--- src/hw/rfsrs_defs.vh ---
// rfsrs_defs.vh: offsets, field positions, reset values and codes of the switch slave.
// assumes: included by the design files by bare name; definitions only.
`ifndef RFSRS_DEFS_VH
`define RFSRS_DEFS_VH

// register addresses (five-bit register address field)
`define RFSRS_ADDR_PATH        5'h00
`define RFSRS_ADDR_PWR         5'h1c
`define RFSRS_ADDR_PART        5'h1d
`define RFSRS_ADDR_MAKER_LO    5'h1e
`define RFSRS_ADDR_MAKER_HI    5'h1f

// reset values
`define RFSRS_PATH_RST         8'h00
`define RFSRS_PWR_RST          8'h00
`define RFSRS_USID_RST         4'hb

// power_and_load_control field positions
`define RFSRS_BIT_LOW_POWER    7
`define RFSRS_BIT_STARTUP      6
`define RFSRS_BIT_MASK_LO      3
`define RFSRS_BIT_TRIG_LO      0

// command frame fields (13-bit frame incl. parity, parity in bit 0)
`define RFSRS_CMD_SA_HI        12
`define RFSRS_CMD_SA_LO        9
`define RFSRS_CMD_SHORT        8
`define RFSRS_CMD_OP_HI        7
`define RFSRS_CMD_OP_LO        6
`define RFSRS_OP_WRITE         2'h2
`define RFSRS_OP_READ          2'h3

// frame lengths in bits without parity; the read count includes parity
`define RFSRS_CMD_BITS         4'hc
`define RFSRS_DATA_BITS        4'h8
`define RFSRS_READ_DONE        4'h9

// path-select codes
`define RFSRS_PATH_ISO         8'h00
`define RFSRS_PATH_RF1         8'h0b
`define RFSRS_PATH_RF2         8'h04
`define RFSRS_PATH_RF3         8'h0e
`define RFSRS_PATH_RF4         8'h06
`define RFSRS_PATH_RF5         8'h0a
`define RFSRS_PATH_RF6         8'h09

`endif

--- src/hw/rfsrs_sync.v ---
// rfsrs_sync.v: two-flop synchronisers and edge pulses for the bus clock and data pins.
// assumes: pins are asynchronous to i_clk; bus clock period is many i_clk periods.
`timescale 1ns/1ns
module rfsrs_sync (
   // clock and reset
   input  wire       i_clk,
   input  wire       i_reset_n,
   // raw pins
   input  wire       i_sclk,
   input  wire       i_sdata,
   // synchronised levels and edges
   output wire       o_sclk,
   output wire       o_sdata,
   output wire       o_sclk_rise,
   output wire       o_sclk_fall,
   output wire       o_sdata_rise,
   output wire       o_sdata_fall
);

   wire [1:0] pin_in;
   wire [1:0] lvl;
   wire [1:0] rise;
   wire [1:0] fall;

   assign pin_in = {i_sdata, i_sclk};

   genvar g;
   generate
      for (g = 0; g < 2; g = g + 1) begin : g_pin
         reg meta_reg;
         reg sync_reg;
         reg last_reg;
         always @(posedge i_clk) begin
            if (!i_reset_n) begin
               meta_reg <= 1'b0;
               sync_reg <= 1'b0;
               last_reg <= 1'b0;
            end else begin
               meta_reg <= pin_in[g];
               sync_reg <= meta_reg;
               last_reg <= sync_reg;
            end
         end
         // edges compare the second stage with the third
         assign lvl[g]  = sync_reg;
         assign rise[g] = sync_reg & ~last_reg;
         assign fall[g] = ~sync_reg & last_reg;
      end
   endgenerate

   assign o_sclk       = lvl[0];
   assign o_sdata      = lvl[1];
   assign o_sclk_rise  = rise[0];
   assign o_sclk_fall  = fall[0];
   assign o_sdata_rise = rise[1];
   assign o_sdata_fall = fall[1];

endmodule

--- src/hw/rfsrs_top.v ---
// rfsrs_top.v: serial-control slave of an SP6T antenna switch on a two-wire bus.
// assumes: bus clock and data come from a bus master, asynchronous to i_clk,
// bus clock slower than i_clk / 4; data pin is shared, master parks it low.
// a bus clock stopped mid-read leaves the pin driven until it runs again.
// Function
// [RULE1] sequence start, then slave address and parity
// [RULE2] register write: op 10, data, parity, park
// [RULE3] register read: park, device drives data, parity, park
// [RULE4] path register at 0, short write loads seven bits
// [RULE5] path codes decode to isolation or ports 1-6
// [RULE6] mask bit set: writes go straight through
// [RULE7] mask bit clear: writes land in shadow
// [RULE8] trigger write copies shadow when mask clear
// [RULE9] all three triggers load the path register
// [RULE10] power bits: startup resets all, low power
// [RULE11] part number read-only at 0x1d
// [RULE12] maker code low read-only, writes ignored
// [RULE13] 0x1f upper bits reserved zero, maker high read-only
// [RULE14] slave id writable, resets to 1011
// [RULE15] act only on own id and good parity
// [RULE16] triggers read zero, load at sequence end
`timescale 1ns/1ns
`include "rfsrs_defs.vh"
module rfsrs_top #(
   parameter [7:0] PART_NUMBER = 8'h3c,   // arbitrary value
   parameter [9:0] MAKER_CODE  = 10'h2a7  // arbitrary value
) (
   // clock and reset
   input  wire       i_clk,
   input  wire       i_reset_n,
   // serial bus pins
   input  wire       i_sclk,
   input  wire       i_sdata,
   output reg        o_sdata,
   output reg        o_sdata_oe_n,
   // switch control
   output reg  [7:0] o_path_select,
   output reg        o_isolate,
   output reg  [5:0] o_port_en,
   output reg        o_low_power
);

   localparam [5:0] ST_IDLE  = 6'h01;
   localparam [5:0] ST_CMD   = 6'h02;
   localparam [5:0] ST_WDATA = 6'h04;
   localparam [5:0] ST_RPARK = 6'h08;
   localparam [5:0] ST_RDATA = 6'h10;
   localparam [5:0] ST_PARK  = 6'h20;

   wire        sclk_s;
   wire        sdata_s;
   wire        sclk_rise;
   wire        sclk_fall;
   wire        sdata_rise;
   wire        sdata_fall;

   reg  [5:0]  state_reg;
   reg  [3:0]  cnt_reg;
   reg  [12:0] shift_reg;
   reg  [4:0]  addr_reg;
   reg  [8:0]  rd_shift_reg;
   reg         ssc_arm_reg;
   reg  [7:0]  path_reg;
   reg  [7:0]  shadow_reg;
   reg  [2:0]  mask_reg;
   reg         low_power_reg;
   reg  [3:0]  usid_reg;

   reg  [7:0]  path_next;
   reg  [5:0]  port_next;
   reg         iso_next;

   wire [12:0] frame;
   wire        frame_par_ok;
   wire [9:0]  data_frame;
   wire        data_par_ok;
   wire        ssc;

   wire        cmd_for_us;
   wire        cmd_short;
   wire        cmd_write;
   wire        cmd_read;
   wire [4:0]  cmd_addr;
   wire [7:0]  rd_word;
   wire        rd_par;

   rfsrs_sync u_sync (
      .i_clk        (i_clk),
      .i_reset_n    (i_reset_n),
      .i_sclk       (i_sclk),
      .i_sdata      (i_sdata),
      .o_sclk       (sclk_s),
      .o_sdata      (sdata_s),
      .o_sclk_rise  (sclk_rise),
      .o_sclk_fall  (sclk_fall),
      .o_sdata_rise (sdata_rise),
      .o_sdata_fall (sdata_fall)
   );

   // start: data pulses high then low while the bus clock stays low
   assign ssc = sdata_fall & ~sclk_s & ssc_arm_reg & o_sdata_oe_n; // RULE1

   // frame including the bit being sampled now
   assign frame        = {shift_reg[11:0], sdata_s};
   assign frame_par_ok = ^frame;                                   // RULE15
   assign data_frame   = {shift_reg[8:0], sdata_s};
   assign data_par_ok  = ^data_frame[8:0];                         // RULE15

   // command fields; parity and slave id gate every kind of command
   assign cmd_for_us = frame_par_ok &
                       (frame[`RFSRS_CMD_SA_HI:`RFSRS_CMD_SA_LO] == usid_reg); // RULE15
   assign cmd_short  = frame[`RFSRS_CMD_SHORT];
   assign cmd_write  = ~cmd_short &
                       (frame[`RFSRS_CMD_OP_HI:`RFSRS_CMD_OP_LO] == `RFSRS_OP_WRITE);
   assign cmd_read   = ~cmd_short &
                       (frame[`RFSRS_CMD_OP_HI:`RFSRS_CMD_OP_LO] == `RFSRS_OP_READ);
   assign cmd_addr   = frame[5:1];

   // read data mux; trigger bits and reserved bits return zero
   function [7:0] rd_val;
      input [4:0] a;
      begin
         if (a == `RFSRS_ADDR_PATH)
            rd_val = path_reg;
         else if (a == `RFSRS_ADDR_PWR)
            rd_val = {low_power_reg, 1'b0, mask_reg, 3'b000};      // RULE16
         else if (a == `RFSRS_ADDR_PART)
            rd_val = PART_NUMBER;                                  // RULE11
         else if (a == `RFSRS_ADDR_MAKER_LO)
            rd_val = MAKER_CODE[7:0];                              // RULE12
         else if (a == `RFSRS_ADDR_MAKER_HI)
            rd_val = {2'b00, MAKER_CODE[9:8], usid_reg};           // RULE13
         else
            rd_val = 8'h00;
      end
   endfunction

   // word and parity loaded into the read shifter
   assign rd_word = rd_val(cmd_addr);
   assign rd_par  = ~^rd_word;                                     // RULE3

   // path-select decode to port enables
   always @* begin
      port_next = 6'h00;
      iso_next  = 1'b0;
      case (path_next)                                             // RULE5
         `RFSRS_PATH_RF1: port_next = 6'h01;
         `RFSRS_PATH_RF2: port_next = 6'h02;
         `RFSRS_PATH_RF3: port_next = 6'h04;
         `RFSRS_PATH_RF4: port_next = 6'h08;
         `RFSRS_PATH_RF5: port_next = 6'h10;
         `RFSRS_PATH_RF6: port_next = 6'h20;
         default:         iso_next  = 1'b1;
      endcase
   end

   // a path value other than the listed codes isolates all ports too
   always @* begin
      path_next = path_reg;
   end

   always @(posedge i_clk) begin
      if (!i_reset_n) begin
         state_reg     <= ST_IDLE;
         cnt_reg       <= 4'h0;
         shift_reg     <= 13'h0000;
         addr_reg      <= 5'h00;
         rd_shift_reg  <= 9'h000;
         ssc_arm_reg   <= 1'b0;
         path_reg      <= `RFSRS_PATH_RST;                         // RULE4
         shadow_reg    <= `RFSRS_PATH_RST;
         mask_reg      <= 3'b000;
         low_power_reg <= 1'b0;
         usid_reg      <= `RFSRS_USID_RST;                         // RULE14
         o_sdata       <= 1'b0;
         o_sdata_oe_n  <= 1'b1;
         o_path_select <= `RFSRS_PATH_RST;
         o_isolate     <= 1'b1;
         o_port_en     <= 6'h00;
         o_low_power   <= 1'b0;
      end else begin
         o_path_select <= path_next;
         o_isolate     <= iso_next;
         o_port_en     <= port_next;
         o_low_power   <= low_power_reg;

         // data moving with a clock rise must never arm a start
         if (sclk_rise)
            ssc_arm_reg <= 1'b0;
         else if (sdata_rise & ~sclk_s)
            ssc_arm_reg <= 1'b1;

         if (ssc) begin
            state_reg   <= ST_CMD;
            cnt_reg     <= 4'h0;
            ssc_arm_reg <= 1'b0;
         end else begin
            case (state_reg)
               ST_CMD: begin
                  if (sclk_fall) begin
                     shift_reg <= frame;
                     cnt_reg   <= cnt_reg + 4'h1;
                     if (cnt_reg == `RFSRS_CMD_BITS) begin
                        cnt_reg   <= 4'h0;
                        addr_reg  <= cmd_addr;
                        state_reg <= ST_IDLE;
                        if (cmd_for_us) begin                       // RULE15
                           if (cmd_short) begin
                              // short write of path register, bit 7 cleared
                              reg_write(`RFSRS_ADDR_PATH, {1'b0, frame[7:1]}); // RULE4
                           end else if (cmd_write) begin
                              state_reg <= ST_WDATA;                // RULE2
                           end else if (cmd_read) begin
                              state_reg    <= ST_RPARK;             // RULE3
                              rd_shift_reg <= {rd_word, rd_par};
                           end
                        end
                     end
                  end
               end
               ST_WDATA: begin
                  if (sclk_fall) begin
                     shift_reg <= {3'b000, data_frame};
                     cnt_reg   <= cnt_reg + 4'h1;
                     if (cnt_reg == `RFSRS_DATA_BITS) begin
                        cnt_reg   <= 4'h0;
                        state_reg <= ST_IDLE;
                        if (data_par_ok)                            // RULE2
                           reg_write(addr_reg, data_frame[8:1]);
                     end
                  end
               end
               ST_RPARK: begin
                  // master parks the line for one bus clock before we drive
                  if (sclk_fall)
                     state_reg <= ST_RDATA;                        // RULE3
               end
               ST_RDATA: begin
                  if (sclk_rise) begin
                     o_sdata_oe_n <= 1'b0;
                     cnt_reg      <= cnt_reg + 4'h1;
                     if (cnt_reg == `RFSRS_READ_DONE) begin
                        // drive low for the closing park, release on next fall
                        o_sdata   <= 1'b0;
                        cnt_reg   <= 4'h0;
                        state_reg <= ST_PARK;                      // RULE3
                     end else begin
                        o_sdata      <= rd_shift_reg[8];
                        rd_shift_reg <= {rd_shift_reg[7:0], 1'b0};
                     end
                  end
               end
               ST_PARK: begin
                  if (sclk_fall) begin
                     o_sdata_oe_n <= 1'b1;
                     o_sdata      <= 1'b0;
                     state_reg    <= ST_IDLE;
                  end
               end
               default: begin
                  state_reg <= ST_IDLE;
               end
            endcase
         end
      end
   end

   // register write effects; only called from the clocked process
   task reg_write;
      input [4:0] a;
      input [7:0] d;
      reg   [2:0] fire;
      begin
         fire = 3'b000;
         if (a == `RFSRS_ADDR_PATH) begin
            shadow_reg <= d;                                       // RULE7
            if (|mask_reg)
               path_reg <= d;                                      // RULE6
         end else if (a == `RFSRS_ADDR_PWR) begin
            if (d[`RFSRS_BIT_STARTUP]) begin
               // startup: every register back to its default
               path_reg      <= `RFSRS_PATH_RST;                   // RULE10
               shadow_reg    <= `RFSRS_PATH_RST;
               mask_reg      <= 3'b000;
               low_power_reg <= 1'b0;
               usid_reg      <= `RFSRS_USID_RST;
            end else begin
               low_power_reg <= d[`RFSRS_BIT_LOW_POWER];           // RULE10
               mask_reg      <= d[`RFSRS_BIT_MASK_LO+2:`RFSRS_BIT_MASK_LO];
               // trigger gated by the mask written in the same frame
               fire = d[`RFSRS_BIT_TRIG_LO+2:`RFSRS_BIT_TRIG_LO] &
                      ~d[`RFSRS_BIT_MASK_LO+2:`RFSRS_BIT_MASK_LO]; // RULE8
               if (|fire)
                  path_reg <= shadow_reg;                          // RULE9 RULE16
            end
         end else if (a == `RFSRS_ADDR_MAKER_HI) begin
            usid_reg <= d[3:0];                                    // RULE14 RULE13
         end
         // part number and maker code low take the write and keep their value
      end
   endtask

endmodule

--- config.mk ---
export PLATFORM = sky130hd
export DESIGN_NAME = rfsrs_top
export DESIGN_NICKNAME = d
export VERILOG_FILES = /design/src/hw/rfsrs_sync.v /design/src/hw/rfsrs_top.v
export VERILOG_INCLUDE_DIRS = /design/src /design/src/hw
export SDC_FILE = /design/constraint.sdc
export NUM_CORES = 1
export LEC_CHECK = 0
export ABC_AREA = 1
export BUFFER_PORTS_ARGS = -buffer_cell sky130_fd_sc_hd__buf_2
export CORE_MARGIN = 2
export CORE_UTILIZATION = 35
export CTS_BUF_LIST = sky130_fd_sc_hd__clkbuf_8
export CTS_CLUSTER_SIZE = 20
export DETAILED_ROUTE_END_ITERATION = 16
export GPL_TIMING_DRIVEN = 1
export HOLD_SLACK_MARGIN = 0.08
export SETUP_SLACK_MARGIN = 0.15
export SLEW_MARGIN = 5
export SYNTH_ARGS = -nofsm -noshare
export SYNTH_HDL_FRONTEND = slang
export SYNTH_SLANG_ARGS = --single-unit
--- constraint.sdc ---
create_clock -name i_clk -period 3.4 [get_ports i_clk]
set_clock_uncertainty 0.05 [all_clocks]
set_input_delay 0.34 -clock i_clk [delete_from_list [all_inputs] [get_ports i_clk]]
set_output_delay 0.34 -clock i_clk [all_outputs]
set_load 0.01 [all_outputs]
* Yosys cells after proc, flatten, opt, wreduce, memory -nomap -nowiden
Index checks and enable logic that the tools add are counted.
** Cells by class
- $add $sub $neg :: 1
- Equality and inequality tests :: 52
- Mux-type cells :: 77
- Bitwise gates (word level) :: 21
- Reduce and logical (&&, ||, !) cells :: 26
** Operator list (number)
- $mux W8 :: 27
- $mux W9 :: 8
- $mux W6 :: 9
- $mux W4 :: 13
- $pmux W6 S6 :: 1
- $ne A2 B2 Y1 const B :: 17
- $ne A3 B3 Y1 const B :: 11
- $eq A8 B4 Y1 const B :: 4
- $pmux W8 S2 :: 2
- $eq A5 B5 Y1 const B :: 6
- $pmux W6 S5 :: 1
- $mux W12 :: 2
- $pmux W12 S2 :: 1
- $reduce_and A8 Y1 :: 3
- $pmux W9 S2 :: 1
- $eq A8 B3 Y1 const B :: 2
- $reduce_and A4 Y1 :: 4
- $reduce_and A13 Y1 :: 1
- $reduce_xor A13 Y1 :: 1
- $eq A4 B4 Y1 const B :: 3
- $pmux W4 S3 :: 1
- $and A1 B1 Y1 :: 11
- $reduce_and A11 Y1 :: 1
- $logic_not A5 Y1 :: 2
- 25 further kinds :: 45
** Word-level totals
- Bits in registers :: 85
- Input bits :: 4
- Output and inout bits :: 18
- Logic and storage cells :: 201

* Depth between registers and ports, before layout
- Depth after elaboration :: 14
- Gate-level depth with buffers :: 17
- Mapped depth without buffers :: 17

* Modules after synthesis
A second synthesis with hierarchy kept.
** Second synthesis, totals
- Cells, all modules :: 663
- Area, all modules :: 4327.9 um^2
** By module, submodules not included
- rfsrs_top :: instances 1, cells an instance 637, area an instance 4132.7 um^2
- rfsrs_sync :: instances 1, cells an instance 26, area an instance 195.2 um^2

* Worst setup path before layout
No wires, ideal clock.
- Kind :: reg2reg
- Start :: register shift_reg[5]
- End :: register path_reg[6] (netlist: path_next[6])
- Arrival :: 1.832 ns
- Required time :: 3.237 ns
- Path slack :: 1.405 ns
- Stages on the path, launching flop included :: 18
- Buffers on the path :: 1
- Period minus slack after synthesis :: 1.995 ns
- Cell sequence :: dfxtp_1 > inv_1 > ha_1 > inv_1 > nand3_1 > nand2_1 > inv_1 > nand2_2 > nand2_2 > nand2_1 > nand2_2 > nand2_2 > nand3_2 > nor2_8 > buf_6 > nand2_1 > nand2_1 > nor2_1
** Between the ends
- Longest elaborated chain between the ends :: 5
- Elaborated cells between the ends (all ways) :: 10
- Classes of those cells :: eq/ne (3); bitwise (3); reduce/logical (4)
** Ends and longest elaborated chain
- start: declaration :: line rfsrs_top.v:59 : reg [12:0] shift_reg;
- start signal: assignment :: line rfsrs_top.v:201 : shift_reg <= frame;
- start signal: assignment :: line rfsrs_top.v:223 : shift_reg <= {3'b000, data_frame};
- $not A3 Y3 :: line rfsrs_top.v:292 : ~d[`RFSRS_BIT_MASK_LO+2:`RFSRS_BIT_MASK_LO];
- $and A3 B3 Y3 :: line rfsrs_top.v:291 : fire = d[`RFSRS_BIT_TRIG_LO+2:`RFSRS_BIT_TRIG_LO] &
- $reduce_or A3 Y1 :: line rfsrs_top.v:293 : if (|fire)
- $ne A4 B4 Y1 (no line)
- $reduce_and A13 Y1 (no line) *
- end signal: assignment :: line rfsrs_top.v:170 : path_reg <= `RFSRS_PATH_RST;
- end: declaration :: line rfsrs_top.v:63 : reg [7:0] path_reg;
Every way passes the cells marked *; elsewhere a longest branch is shown, timed or not.
A chain may end at the register's enable or synchronous reset.

* Final worst setup path
- Start :: register cnt_reg[0]
- End :: register rd_shift_reg[7]
** Between the ends
- Longest elaborated chain between the ends :: 3
- Elaborated cells between the ends (all ways) :: 5
- Classes of those cells :: eq/ne (4); reduce/logical (1)
** Ends and longest elaborated chain
- start: declaration :: line rfsrs_top.v:58 : reg [3:0] cnt_reg;
- start signal: assignment :: line rfsrs_top.v:202 : cnt_reg <= cnt_reg + 4'h1;
- start signal: assignment :: line rfsrs_top.v:224 : cnt_reg <= cnt_reg + 4'h1;
- start signal: assignment :: line rfsrs_top.v:241 : cnt_reg <= cnt_reg + 4'h1;
- $eq A4 B4 Y1 (no line)
- $ne A2 B2 Y1 (no line)
- $reduce_and A10 Y1 (no line) *
- end signal: assignment :: line rfsrs_top.v:215 : rd_shift_reg <= {rd_word, rd_par};
- end signal: assignment :: line rfsrs_top.v:249 : rd_shift_reg <= {rd_shift_reg[7:0], 1'b0};
- end: declaration :: line rfsrs_top.v:61 : reg [8:0] rd_shift_reg;
Marked as above.

==> metrics <==
Yosys cell types=35; DP HPWL=7965 um; Syn. warnings=0; DRT Pass-1 Iters=4; Most used DFF post-synth=dfxtp_1; DR DRC count=0; crit-path cells=inv_1, ha_1, inv_1, nor3_1, inv_1, o21ai_0, nand2_1, nor3_4, nand2_1, o21ai_0, a21oi_1; I/O pin cnt=22; cts repair resizes=0; WHS Path Cells=3; critical path's largest stage delay=390 ps; # port buffers=21; Synth Instances=653; Data arrival, critical path=2670 ps; global router's overall resource usage=17.40%; number of flops mapped to enable cells by yosys=0; first-pass GRT wire length=18,230 um; crit path launch type=register; Relative slew margins=54.16%; layout net count=681; # Post-CTS Setup Buffers=0; Yosys top cell area share=39.34%; sequential area share after synthesis=39.34%; clk_lat worst skew=360 ps; unrepaired setup endpoints after global routing=false; CP bufs+invs=3; PD cells=351.3 nW/um2; max-slew violation count=0; initial drt markers=277; most common cell in the netlist=nand2_1; CP dominant cell by count=inv_1; number of vias per cell=4.838; critical-path cell with the highest stage delay=nor3_1; Antenna Nets Post-Route=0; Placer Congestion=0.9174; Die Y-Extent=115.2 um; class of the worst hold path=primary input to register; DR vias=4,074; initial antenna violation count=0; vias in the first global route=3,814; largest net degree at the start of global routing=64; diodes inserted=0; Pleak=2.250 nW; Initial Util=35.86%; site row count=40; final setup TNS=0 ps; total grt overflow=0; Max-Cap Viols=0; share of layout cells above drive strength 1=8.605%; asr flop ratio synth=0%; CP required=3590 ps; Max VDD drop=0.1417 mV; Area Overhead vs Synth=9.604%; number of synthesized register bits=85; DR top layer=met4; CTS tree=yes; final wirelength=10,900 um; Core Box Area=12,060 um2; CTS Hold Buffers Added=0; top cells by count, synth=nand2_1 (161), inv_1 (96), nor2_1 (87), dfxtp_1 (85), o21ai_0 (51); die width=115.2 um; met2 wire length=5113 um; setup violators final=0; CP Capture Type=register; syn_nets=663; period utilisation layout=73.14%; Achievable Freq=402.1 MHz; max FFs per register=12; Avg Cell Area, Syn=6.624 um2; worst slew pin tran=680.4 ps; Final Hold Viols=0; critical path fanouts, max=13; H-tree levels=3; met3 routed WL=342 um; clk sinks=85; Clock Path Buffers=2; post-synth top area cell=dfxtp_1; Top Family by Delay on Critical Path=simple AND/OR/NAND/NOR gates; power consumption=0.001665 W; synth top area cells=dfxtp_1 (39%), nand2_1 (14%), inv_1 (8.3%); clock root buffer=clkbuf_8; TritonCTS Buffers=9; Reg2Reg Depth=11; post-layout util=39.31%; Clk pin slew, worst setup/hold paths=80 ps; area of the die=13,260 um2; routed len/inst=12.94 um; critical path depth=11; minimum clock period=2487 ps; kind of critical path=register to register; M1 WL=5241 um; Synth Cell Area=4325 um2; status=finished clean
==> power by group <==
| part | leakage (nW) | internal, W | switching [W] |
|---|---|---|---|
| combinational | 1.48 | 0.0000110 | 0.0000294 |
| sequential | 0.686 | 0.000998 | 0.00000192 |
| clock | 0.0840 | 0.000276 | 0.000349 |
==> per-stage QoR <==
stage                     cells  instance area [um2]  hold WS [ps]  worst slack [ps]
after floorplan             653                 4325         340.5              1405
after global placement      828                 4577         349.5              1053
after detailed placement    828                 4577         352.1             975.6
after CTS                   842                 4741         100.4             935.0
after global routing        842                 4741         149.3             599.4
final                       842                 4741         116.8             913.2
==> logic make-up (layout without fill, tap and decap cells) <==
kind of cell               Yosys count  in the layout  share of synthesized area [%]
AOI/OAI and AO/OA                  115            115                          14.12
xor gates and xnor gates             4              4                         0.8101
adders and majority gates            6              6                          1.736
buffers and inverters              115            136                          10.33
DFF                                 85             85                          39.34
and+or+nand+nor                    328            328                          33.67
==> worst min-delay path, cell delays in order <==
cell and delay, ps:
buf_2 70, nand2_1 40, inv_1 40
==> layout make-up <==
cell class	instances	area, um2
Timing Repair Buffer	22	112.6
Sequential cell	85	1702
Tap cell	168	210.2
Clock inverter	4	26.28
Inverter	100	375.4
Multi-Input combinational cell	453	2177
Clock buffer	10	137.6
Fill cell	1309	7321
==> cells in the final DEF, fill, tap and decap left out, drive strengths merged, types with 2 or more instances in the layout <==
cell    netlist  routed
a211oi        4       4
a21oi        49      49
buf           8      22
clkbuf        7      10
clkinv        1       4
dfxtp        85      85
ha            6       6
inv          99      99
nand2       168     168
nand3        41      41
nand4        12      12
nor2         93      93
nor3         11      11
nor4          2       2
o211ai        6       6
o21a          2       2
o21ai        51      51
o22ai         2       2
xor2          3       3
==> final timing paths <==
| check | start | slack [ps] | to |
|---|---|---|---|
| max | cnt_reg[0] | 910 | rd_shift_reg[7] |
| max reg2reg | cnt_reg[0] | 910 | rd_shift_reg[7] |
| min reg2reg | u_sync.g_pin[0].meta_reg | 360 | u_sync.o_sclk |
| min | i_sclk | 120 | u_sync.g_pin[0].meta_reg |
==> per-layer routing <==
| metal | global-route usage, % | vias up |
|---|---|---|
| met5 | 0 | - |
| met4 | 7.229 | 0 |
| met3 | 2.741 | 12 |
| met2 | 28.94 | 76 |
| met1 | 22.50 | 1880 |
| li1 | - | 2106 |
Note: power is estimated with default switching activity, not from simulation.
